### src/hdl/peiu_pkg.sv
// Purpose: shared constants and types of the phy event interrupt unit
// Assumes: 32-bit avalon-mm register port, byte addresses
// Notes: register indices are scaled by four to form byte addresses
package peiu_pkg;

    // register geometry
    localparam int REG_W = 16;
    localparam int EVT_W = 15;
    localparam int ADDR_W = 8;
    localparam int DATA_W = 32;
    localparam int BE_W = 4;

    // register indices and their byte addresses
    localparam logic [7:0] MASK_IDX = 8'h19;
    localparam logic [7:0] STAT_IDX = 8'h1a;
    localparam logic [ADDR_W-1:0] MASK_ADDR = {MASK_IDX[5:0], 2'h0};
    localparam logic [ADDR_W-1:0] STAT_ADDR = {STAT_IDX[5:0], 2'h0};

    // reset values
    localparam logic [REG_W-1:0] MASK_RST = 16'h0000;
    localparam logic [REG_W-1:0] STAT_RST = 16'h0000;
    localparam logic [DATA_W-1:0] RDATA_RST = 32'h0000_0000;

    // field positions, shared by mask and status
    localparam int SUMMARY_BIT = 15;
    localparam int SPEED_BIT = 14;
    localparam int LINK_BIT = 13;
    localparam int DUPLEX_BIT = 12;
    localparam int ANEG_ERR_BIT = 11;
    localparam int ANEG_DONE_BIT = 10;
    localparam int PD_DETECT_BIT = 9;
    localparam int SYMBOL_ERR_BIT = 8;
    localparam int FAST_FAIL_BIT = 7;
    localparam int TX_FIFO_BIT = 6;
    localparam int RX_FIFO_BIT = 5;
    localparam int MEDIA_BIT = 4;
    localparam int FALSE_CARR_BIT = 3;
    localparam int DOWNSHIFT_BIT = 2;
    localparam int MS_ERR_BIT = 1;
    localparam int RX_ERR_BIT = 0;

    // all four advertisement bits must be set for downshift reporting
    localparam logic [3:0] DOWNSHIFT_ADV_ALL = 4'hf;

    // register bus handshake states
    typedef enum logic [1:0] {
        BUS_IDLE = 2'h1,
        BUS_DONE = 2'h2
    } peiu_bus_state_t;

endpackage : peiu_pkg

### src/hdl/peiu_event_gate.sv
// Purpose: qualifies raw event pulses by their configuration conditions
// Assumes: all inputs come from logic on the same clock
// Notes: purely combinational, the caller registers the result
`timescale 1ns/1ps
module peiu_event_gate (
    // raw event pulses
    input wire logic [peiu_pkg::EVT_W-1:0] rawEvents,
    // qualifying conditions
    input wire logic autoNegEnable,
    input wire logic fastLinkFailEnable,
    input wire logic [3:0] downshiftAdvert,
    input wire logic rxErrCarrierExt,
    // qualified event pulses
    output logic [peiu_pkg::EVT_W-1:0] qualEvents
);

    // drop events whose enabling condition does not hold
    always_comb begin
        qualEvents = rawEvents;
        if (!autoNegEnable) begin
            qualEvents[peiu_pkg::SPEED_BIT] = 1'b0;
            qualEvents[peiu_pkg::DUPLEX_BIT] = 1'b0;
        end
        if (!fastLinkFailEnable) begin
            qualEvents[peiu_pkg::FAST_FAIL_BIT] = 1'b0;
        end
        if (downshiftAdvert != peiu_pkg::DOWNSHIFT_ADV_ALL) begin
            qualEvents[peiu_pkg::DOWNSHIFT_BIT] = 1'b0;
        end
        if (rxErrCarrierExt) begin
            qualEvents[peiu_pkg::RX_ERR_BIT] = 1'b0;
        end
    end

endmodule : peiu_event_gate

### src/hdl/peiu_interrupt_unit.sv
// Purpose: per-port event interrupt unit with mask, status and irq pin
// Assumes: one clock mclk at 125 MHz, synchronous active-low reset
// Notes: registers reached over avalon-mm with waitrequest
//
// Implementation choice: the Avalon-MM register port.
`timescale 1ns/1ps
module peiu_interrupt_unit (
    // clock and reset
    input wire logic mclk,
    input wire logic resetn,
    // event pulses, one cycle each
    input wire logic speedChangeEvt,
    input wire logic linkChangeEvt,
    input wire logic duplexStateChangeEvt,
    input wire logic autoNegErrorEvt,
    input wire logic autoNegDoneEvt,
    input wire logic poweredDevDetectEvt,
    input wire logic symbolErrorEvt,
    input wire logic fastLinkFailEvt,
    input wire logic txFifoFaultEvt,
    input wire logic rxFifoFaultEvt,
    input wire logic autoMediaSelectChangeEvt,
    input wire logic falseCarrierEvt,
    input wire logic downshiftEvt,
    input wire logic masterSlaveErrorEvt,
    input wire logic rxErrorEvt,
    // qualifying levels from other control registers
    input wire logic autoNegEnable,
    input wire logic fastLinkFailEnable,
    input wire logic [3:0] downshiftAdvert,
    input wire logic rxErrCarrierExt,
    // avalon-mm register port
    input wire logic [peiu_pkg::ADDR_W-1:0] avs_address,
    input wire logic avs_read,
    input wire logic avs_write,
    input wire logic [peiu_pkg::DATA_W-1:0] avs_writedata,
    input wire logic [peiu_pkg::BE_W-1:0] avs_byteenable,
    output logic [peiu_pkg::DATA_W-1:0] avs_readdata,
    output logic avs_waitrequest,
    // management interrupt, active high level
    output logic mgmtIrqPin
);

    // address decode used by read capture and write commit
    function automatic logic isMaskAddr(input logic [peiu_pkg::ADDR_W-1:0] addr);
        isMaskAddr = (addr == peiu_pkg::MASK_ADDR);
    endfunction : isMaskAddr

    function automatic logic isStatAddr(input logic [peiu_pkg::ADDR_W-1:0] addr);
        isStatAddr = (addr == peiu_pkg::STAT_ADDR);
    endfunction : isStatAddr

    // merge write data into a register under byte enables
    function automatic logic [peiu_pkg::REG_W-1:0] laneMerge(
        input logic [peiu_pkg::REG_W-1:0] oldVal,
        input logic [peiu_pkg::DATA_W-1:0] wdata,
        input logic [peiu_pkg::BE_W-1:0] be
    );
        logic [peiu_pkg::REG_W-1:0] merged;
        merged = oldVal;
        if (be[0]) begin
            merged[7:0] = wdata[7:0];
        end
        if (be[1]) begin
            merged[15:8] = wdata[15:8];
        end
        laneMerge = merged;
    endfunction : laneMerge

    // state
    peiu_pkg::peiu_bus_state_t busState_reg;
    peiu_pkg::peiu_bus_state_t busState_next;
    logic [peiu_pkg::REG_W-1:0] eventEnableMask_reg;
    logic [peiu_pkg::REG_W-1:0] eventEnableMask_next;
    logic [peiu_pkg::REG_W-1:0] eventPendingFlags_reg;
    logic [peiu_pkg::REG_W-1:0] eventPendingFlags_next;
    logic [peiu_pkg::REG_W-1:0] readSnap_reg;
    logic [peiu_pkg::DATA_W-1:0] readData_reg;
    logic waitReq_reg;
    logic mgmtIrq_reg;

    // event path
    logic [peiu_pkg::EVT_W-1:0] rawEvents;
    logic [peiu_pkg::EVT_W-1:0] qualEvents;
    logic [peiu_pkg::EVT_W-1:0] enabledEvents;
    logic [peiu_pkg::REG_W-1:0] clearBits;

    // bus strobes
    logic busReq;
    logic busAccept;
    logic busCommit;
    logic statReadCommit;
    logic maskWriteCommit;

    // gather event pulses into their status positions
    always_comb begin
        rawEvents = '0;
        rawEvents[peiu_pkg::SPEED_BIT] = speedChangeEvt;
        rawEvents[peiu_pkg::LINK_BIT] = linkChangeEvt;
        rawEvents[peiu_pkg::DUPLEX_BIT] = duplexStateChangeEvt;
        rawEvents[peiu_pkg::ANEG_ERR_BIT] = autoNegErrorEvt;
        rawEvents[peiu_pkg::ANEG_DONE_BIT] = autoNegDoneEvt;
        rawEvents[peiu_pkg::PD_DETECT_BIT] = poweredDevDetectEvt;
        rawEvents[peiu_pkg::SYMBOL_ERR_BIT] = symbolErrorEvt;
        rawEvents[peiu_pkg::FAST_FAIL_BIT] = fastLinkFailEvt;
        rawEvents[peiu_pkg::TX_FIFO_BIT] = txFifoFaultEvt;
        rawEvents[peiu_pkg::RX_FIFO_BIT] = rxFifoFaultEvt;
        rawEvents[peiu_pkg::MEDIA_BIT] = autoMediaSelectChangeEvt;
        rawEvents[peiu_pkg::FALSE_CARR_BIT] = falseCarrierEvt;
        rawEvents[peiu_pkg::DOWNSHIFT_BIT] = downshiftEvt;
        rawEvents[peiu_pkg::MS_ERR_BIT] = masterSlaveErrorEvt;
        rawEvents[peiu_pkg::RX_ERR_BIT] = rxErrorEvt;
    end

    // per-source conditions applied before masking
    peiu_event_gate u_gate (
        .rawEvents(rawEvents),
        .autoNegEnable(autoNegEnable),
        .fastLinkFailEnable(fastLinkFailEnable),
        .downshiftAdvert(downshiftAdvert),
        .rxErrCarrierExt(rxErrCarrierExt),
        .qualEvents(qualEvents)
    );

    // only sources whose mask bit is one may latch
    assign enabledEvents = qualEvents & eventEnableMask_reg[peiu_pkg::EVT_W-1:0];

    // bus handshake strobes
    assign busReq = avs_read | avs_write;
    assign busAccept = (busState_reg == peiu_pkg::BUS_IDLE) && busReq;
    assign busCommit = (busState_reg == peiu_pkg::BUS_DONE) && busReq;
    assign statReadCommit = busCommit && avs_read && isStatAddr(avs_address);
    assign maskWriteCommit = busCommit && avs_write && isMaskAddr(avs_address);

    // clear exactly what the read returned, nothing that came later
    assign clearBits = statReadCommit ? readSnap_reg : '0;

    // bus state: accept, then complete one cycle later
    always_comb begin
        busState_next = busState_reg;
        unique case (busState_reg)
            peiu_pkg::BUS_IDLE: begin
                if (busReq) begin
                    busState_next = peiu_pkg::BUS_DONE;
                end
            end
            peiu_pkg::BUS_DONE: begin
                busState_next = peiu_pkg::BUS_IDLE;
            end
            default: begin
                busState_next = peiu_pkg::BUS_IDLE;
            end
        endcase
    end

    always_ff @(posedge mclk) begin
        if (!resetn) begin
            busState_reg <= peiu_pkg::BUS_IDLE;
        end else begin
            busState_reg <= busState_next;
        end
    end

    // waitrequest stays high except in the completing cycle
    always_ff @(posedge mclk) begin
        if (!resetn) begin
            waitReq_reg <= 1'b1;
        end else begin
            waitReq_reg <= ~busAccept;
        end
    end

    // mask register: plain sticky read/write, all bits
    always_comb begin
        eventEnableMask_next = eventEnableMask_reg;
        if (maskWriteCommit) begin
            eventEnableMask_next = laneMerge(eventEnableMask_reg, avs_writedata,
                avs_byteenable);
        end
    end

    always_ff @(posedge mclk) begin
        if (!resetn) begin
            eventEnableMask_reg <= peiu_pkg::MASK_RST;
        end else begin
            eventEnableMask_reg <= eventEnableMask_next;
        end
    end

    // status flags: set wins over the read clear, bus writes never land here
    always_comb begin
        eventPendingFlags_next = eventPendingFlags_reg & ~clearBits;
        eventPendingFlags_next[peiu_pkg::EVT_W-1:0] =
            eventPendingFlags_next[peiu_pkg::EVT_W-1:0] | enabledEvents;
        if (|enabledEvents) begin
            eventPendingFlags_next[peiu_pkg::SUMMARY_BIT] = 1'b1;
        end
    end

    always_ff @(posedge mclk) begin
        if (!resetn) begin
            eventPendingFlags_reg <= peiu_pkg::STAT_RST;
        end else begin
            eventPendingFlags_reg <= eventPendingFlags_next;
        end
    end

    // snapshot of status taken when a status read is accepted
    always_ff @(posedge mclk) begin
        if (!resetn) begin
            readSnap_reg <= peiu_pkg::STAT_RST;
        end else if (busAccept && avs_read && isStatAddr(avs_address)) begin
            readSnap_reg <= eventPendingFlags_reg;
        end
    end

    // read data captured at accept, stands through the completing cycle
    always_ff @(posedge mclk) begin
        if (!resetn) begin
            readData_reg <= peiu_pkg::RDATA_RST;
        end else if (busAccept && avs_read) begin
            if (isMaskAddr(avs_address)) begin
                readData_reg <= {16'h0000, eventEnableMask_reg};
            end else if (isStatAddr(avs_address)) begin
                readData_reg <= {16'h0000, eventPendingFlags_reg};
            end else begin
                readData_reg <= peiu_pkg::RDATA_RST; // unmapped reads zero
            end
        end
    end

    // pin follows the summary bit only while enabled
    always_ff @(posedge mclk) begin
        if (!resetn) begin
            mgmtIrq_reg <= 1'b0;
        end else begin
            mgmtIrq_reg <= eventEnableMask_next[peiu_pkg::SUMMARY_BIT] &
                eventPendingFlags_next[peiu_pkg::SUMMARY_BIT];
        end
    end

    // outputs straight from flip-flops
    assign avs_readdata = readData_reg;
    assign avs_waitrequest = waitReq_reg;
    assign mgmtIrqPin = mgmtIrq_reg;

endmodule : peiu_interrupt_unit

### config.mk
export PLATFORM = sky130hd
export DESIGN_NAME = peiu_interrupt_unit
export DESIGN_NICKNAME = d
export VERILOG_FILES = /design/src/hdl/peiu_pkg.sv /design/src/hdl/peiu_event_gate.sv /design/src/hdl/peiu_interrupt_unit.sv
export SDC_FILE = /design/constraint.sdc
export NUM_CORES = 1
export LEC_CHECK = 0
export BUFFER_PORTS_ARGS = -buffer_cell sky130_fd_sc_hd__buf_2
export CORE_UTILIZATION = 50
export CTS_CLUSTER_DIAMETER = 100
export DETAILED_ROUTE_END_ITERATION = 6
export PLACE_DENSITY = 0.83
export SLEW_MARGIN = 20
export SYNTH_ARGS = -nofsm -noshare
export SYNTH_HDL_FRONTEND = slang
export SYNTH_SLANG_ARGS = --single-unit
### constraint.sdc
create_clock -name mclk -period 4.01 [get_ports mclk]
set_input_delay 0.2005 -clock mclk [delete_from_list [all_inputs] [get_ports mclk]]
set_output_delay 0.2005 -clock mclk [all_outputs]
set_load 0.02 [all_outputs]
==> results.py, run 1 <==
metrics = {
    "floorplanning": {
        "die_h_um": 75.2,
        "design.die.area_um2": 5660,
        "ios": 104,
        "core-area_um2": 5140,
        "initial_core_util_pct": 52.1,
        "num_rows": 26,
        "fp.dieW_um": 75.2,
    },
    "placed_design": {
        "portBuffers": 69,
        "pre_cts_slack_ns": 1.64,
        "place_inst": 431,
        "hpwl_um": 4060,
        "globalplace.congestion": 0.775,
        "dpl_cell_area_um2": 3010,
    },
    "yosys": {
        "synth_ff_type": "dfxtp_1",
        "synth_top_area_cell": "dfxtp_1",
        "synth_cell_types": 31,
        "synth_top_cell_area_share_pct": 50.8,
        "synth_edf_count": 0,
        "syn_inst": 307,
        "ys_ff_latch": 68,
        "synthMostInstantiatedCell": "dfxtp_1",
        "syn_area_um2": 2680,
        "ys_warn_count": 0,
        "synth_common_cells": "dfxtp_1, a21oi_1, nand2_1",
        "async_reset_ff_share_pct": 0,
        "yosysSeqAreaShare_pct": 50.8,
        "syn_area_per_cell_um2": 8.73,
        "synth_area_leaders": "dfxtp_1, a21oi_1, nand2_1",
    },
    "routing": {
        "drtIter0Drc": 100,
        "num_vias": 2324,
        "drt_pass1_iterations": 5,
        "ant_nets": 0,
        "drc": 0,
        "avgViaCountPerCell": 5.22,
        "wl_um": 5880,
        "wire_per_inst_um": 13.2,
    },
    "global_routing": {
        "grt_overflow_total": 0,
        "grt_max_degree": 65,
        "grt_pass1_wl_um": 9400,
        "track_usage_pct": 23.0,
        "antenna_found_initial": 0,
        "grt_pass1_vias": 2135,
    },
    "sta": {
        "setup_slack_ns": 1.59,
        "min_period_over_period_pct": 60.4,
        "hold_violations": 0,
        "setup_viol": 0,
        "fin_worst_skew_ns": 0.00527,
        "holdWs_ns": 0.0963,
        "rsz0062_at_grt": "no",
        "max_freq_mhz": 413,
        "worst_pin_slew_ns": 1.02,
        "min_period_ns": 2.42,
        "finalSetupTns_ns": 0,
        "relSlewSlack_pct": 31.9,
        "slew_violations": 0,
    },
    "hold_path": {
        "holdCritStartpoint": "avs_writedata[11]",
        "hold_path_depth": 3,
        "min_to": "eventEnableMask_reg[11]$_SDFFE_PN0P_",
        "worstHoldPathType": "input port to flip-flop",
    },
    "worst_setup_path": {
        "reg2reg_from": "busState_reg[1]$_SDFFE_PN0N_",
        "slowest_delay_ns": 0.70,
        "critPathSlowestCell": "nand3b_1",
        "start_kind": "flip-flop",
        "cpLargestDelayFamily": "simple AND/OR/NAND/NOR gates",
        "crit_buf_inv": 1,
        "reg2reg_depth": 5,
        "reg2reg_slack_ns": 1.59,
        "endpoint_kind": "flip-flop",
        "cp_max_fo": 20,
        "critPathRequiredTime_ns": 4.25,
        "worst_ep_arrival_time_ns": 2.66,
        "timing.rr.end": "avs_readdata[3]$_SDFFE_PN0P_",
        "crit_type": "flip-flop to flip-flop",
        "cp_cell_sequence": "nand3b_1, nor3_2, buf_4, a22oi_1, a21oi_1",
    },
    "layout": {
        "layout.nets": 442,
        "final_util_pct": 61.7,
        "drive_gt1_share_pct": 24.0,
        "fin_area_um2": 3170,
        "final_cells": 445,
        "syn_to_final_growth_pct": 18.3,
        "diodes": 0,
    },
    "clocking": {
        "clk-insertion-delay-late_ns": 0.34,
        "clk_path_buf_depth": 2,
        "cts_setup_buffers": 0,
        "clkTransAtPathRegs_ns": 0.06,
        "htreeDepth": 3,
        "root_buffer": "clkbuf_8",
        "cts_hold_buf": 0,
        "cts_resized": 0,
        "cts_tree": "done",
        "cts_buffers": 9,
        "clock-sinks": 68,
    },
    "job": {
        "maxCapViolCount": 0,
    },
    "pwr": {
        "finalPower_mw": 1.21,
        "ir_drop_uv": 359,
        "p_leak_nw": 1.22,
        "power_density_nw_per_um2": 380,
    },
    "run_status": {
        "status": "finished clean",
    },
}
-- kinds of logic after synthesis --
logic type             count (synthesis)  synth area share (%)
flip-flops                            68                  50.8
AO/OA/AOI/OAI                         83                  17.9
AND/OR/NAND/NOR                       85                  15.3
other                                  1                 0.140
multiplexers                          16                  5.98
buffers and inverters                 54                  9.85
-- metal layers --
| metal | vias to the layer above | wire length [um] | global-route usage (%) |
|---|---|---|---|
| li1 | 1145 | - | - |
| met1 | 1072 | 2460 | 26.0 |
| met2 | 95 | 2880 | 39.5 |
| met3 | 12 | 436 | 8.30 |
| met4 | 0 | 107 | 9.05 |
| met5 | - | 0 | 0 |
-- report_power, final --
group          internal, mW  leakage (nW)  total, mW  switching (mW)
combinational        0.0222         0.590     0.0668          0.0446
clock                 0.231        0.0848      0.459           0.228
sequential            0.678         0.548      0.680         0.00159
-- tightest hold or removal path: cells and delay by family --
family,cells,cell delay (ns)
buffers and inverters,1,0.07
muxes,1,0.05
and+or+nand+nor,1,0.07
-- cells in the final DEF (no fill, tap or decap), types with 3 or more instances in the layout --
cell       n
mux2i_1   16
o21ai_0    4
nor2_1    19
nand3_1    4
nand4_1    3
buf_2     69
clkbuf_8  10
clkinv_2   3
inv_1     21
dfxtp_1   68
conb_1    16
nand2_1   45
a21oi_1   45
o21ai_1   11
a22oi_1   16
-- layout make-up --
cell class              count  area [um2]
well taps                  70        87.6
inverters                  22        82.6
multi-input cells         200        1120
fillers                   470        1970
flip-flops and latches     68        1360
clock inverters             3        15.0
clock buffers              11         141
repair buffers             71         360
-- how the worst max path moves through the flow --
stage                     slack (ns)  cells past startpoint                                    to                         start
after floorplan                 2.07                      6  eventPendingFlags_reg[10]$_SDFF_PN0_                avs_address[2]
after global placement          1.67                      5                 mgmtIrqPin$_SDFF_PN0_                avs_address[3]
after detailed placement        1.64                      5    eventEnableMask_reg[15]$_SDFF_PN0_                avs_address[3]
after CTS                       1.58                      5          avs_readdata[3]$_SDFFE_PN0P_  busState_reg[1]$_SDFFE_PN0N_
after global routing            1.31                      5          avs_readdata[3]$_SDFFE_PN0P_  busState_reg[1]$_SDFFE_PN0N_
final                           1.59                      5          avs_readdata[3]$_SDFFE_PN0P_  busState_reg[1]$_SDFFE_PN0N_
Note: power is estimated with default switching activity, not from simulation.
==> run 2, diff against run 1 <==
- CORE_UTILIZATION: 50 -> 48
- PLACE_DENSITY: 0.83 -> 0.8
- clock period: 4.01 -> 2.5 ns (I/O delays scaled with it)
==> run 2 against run 1 <==
Compared with the run above:
- final area increased by 2.7%
- sequential cell count unchanged
- die area is 4.1% higher
- via count down 0.22%
- non-clock buffer count is 7 higher
- core utilization grew 0.50 points
- sequential share of layout area is 1.1 points lower
==> results.py, run 2 (same netlist as run 1, synthesis figures left out) <==
metrics = {
    "global_routing": {
        "grt_max_degree": 42,
        "track_usage_pct": 21.5,
        "grt_pass1_vias": 2200,
        "grt_overflow_total": 0,
        "grt_pass1_wl_um": 9820,
        "antenna_found_initial": 0,
    },
    "sta": {
        "min_period_ns": 1.71,
        "hold_violations": 0,
        "finalSetupTns_ns": 0,
        "setup_slack_ns": 0.785,
        "min_period_over_period_pct": 68.6,
        "setup_viol": 0,
        "slew_violations": 0,
        "relSlewSlack_pct": 55.8,
        "fin_worst_skew_ns": 0.00773,
        "holdWs_ns": 0.0153,
        "worst_pin_slew_ns": 0.662,
        "max_freq_mhz": 583,
        "rsz0062_at_grt": "no",
    },
    "routing": {
        "wire_per_inst_um": 13.3,
        "drc": 0,
        "avgViaCountPerCell": 5.13,
        "num_vias": 2319,
        "wl_um": 5990,
        "ant_nets": 0,
        "drt_pass1_iterations": 4,
        "drtIter0Drc": 106,
    },
    "clocking": {
        "cts_setup_buffers": 0,
        "cts_tree": "done",
        "cts_hold_buf": 0,
        "clock-sinks": 68,
        "root_buffer": "clkbuf_8",
        "cts_resized": 0,
        "htreeDepth": 3,
        "cts_buffers": 9,
        "clk_path_buf_depth": 2,
        "clkTransAtPathRegs_ns": 0.07,
        "clk-insertion-delay-late_ns": 0.34,
    },
    "layout": {
        "fin_area_um2": 3260,
        "final_util_pct": 62.2,
        "drive_gt1_share_pct": 25.4,
        "layout.cells.most_common": "buf_2",
        "final_cells": 452,
        "syn_to_final_growth_pct": 21.5,
        "layout.nets": 449,
        "diodes": 0,
        "layout_common_cells": "buf_2, dfxtp_1, nand2_1, a21oi_1, inv_1",
    },
    "worst_setup_path": {
        "endpoint_kind": "flip-flop",
        "worst_ep_arrival_time_ns": 1.91,
        "start_kind": "input port",
        "crit_type": "input port to flip-flop",
        "cp_max_fo": 16,
        "critPathRequiredTime_ns": 2.70,
    },
    "placed_design": {
        "dpl_cell_area_um2": 3070,
        "pre_cts_slack_ns": 0.482,
        "globalplace.congestion": 0.773,
        "place_inst": 438,
        "portBuffers": 69,
        "hpwl_um": 4220,
    },
    "floorplanning": {
        "ios": 104,
        "fp.dieW_um": 76.7,
        "initial_core_util_pct": 51.2,
        "die_h_um": 76.7,
        "num_rows": 26,
        "design.die.area_um2": 5890,
        "core-area_um2": 5240,
    },
    "pwr": {
        "p_leak_nw": 1.27,
        "ir_drop_uv": 401,
        "finalPower_mw": 2.08,
        "power_density_nw_per_um2": 639,
    },
    "job": {
        "maxCapViolCount": 0,
    },
    "hold_path": {
        "worstHoldPathType": "input port to flip-flop",
    },
    "run_status": {
        "status": "finished clean",
    },
}
run 2: cell types whose count changed in the layout (fill, tap and decap cells not counted), sizes merged:
cell / change
clkinv: -2
bufinv: +1
clkbuf: +1
buf: +7
run 2: cell type report:
class | instances | area (um2)
clock buffers | 12 | 155
clock inverters | 2 | 35.0
fillers | 465 | 1980
inverters | 22 | 82.6
multi-input cells | 200 | 1120
flip-flops and latches | 68 | 1360
well taps | 70 | 87.6
repair buffers | 78 | 413
run 2: path summary, 6_finish.rpt:
| check | start | endpoint | slack (ns) | depth (start not counted) |
|---|---|---|---|---|
| hold / removal | avs_writedata[14] | eventEnableMask_reg[14]$_SDFFE_PN0P_ | 0.02 | 3 |
| setup reg to reg | busState_reg[0]$_SDFFE_PN1N_ | mgmtIrqPin$_SDFF_PN0_ | 0.83 | 5 |
| hold reg to reg | busState_reg[0]$_SDFFE_PN1N_ | avs_waitrequest$_SDFF_PN1_ | 0.45 | 1 |
| setup / recovery | avs_address[2] | mgmtIrqPin$_SDFF_PN0_ | 0.79 | 6 |
run 2: per-layer routing:
metal | GRT usage, % | wire, um
met1 | 24.7 | 2550
met2 | 37.4 | 3020
met3 | 6.90 | 363
met4 | 7.50 | 59
met5 | 0 | 0
run 2: worst max-delay path: stages:
cell	delay (ns)
buf_2	0.10
or4b_1	0.60
or4_1	0.53
buf_4	0.21
o21ai_1	0.22
a311oi_2	0.12
run 2: power breakdown:
| group | internal (mW) | switching [mW] |
|---|---|---|
| sequential | 1.09 | 0.00246 |
| combinational | 0.0402 | 0.0731 |
| clock | 0.503 | 0.375 |
| total | 1.63 | 0.451 |
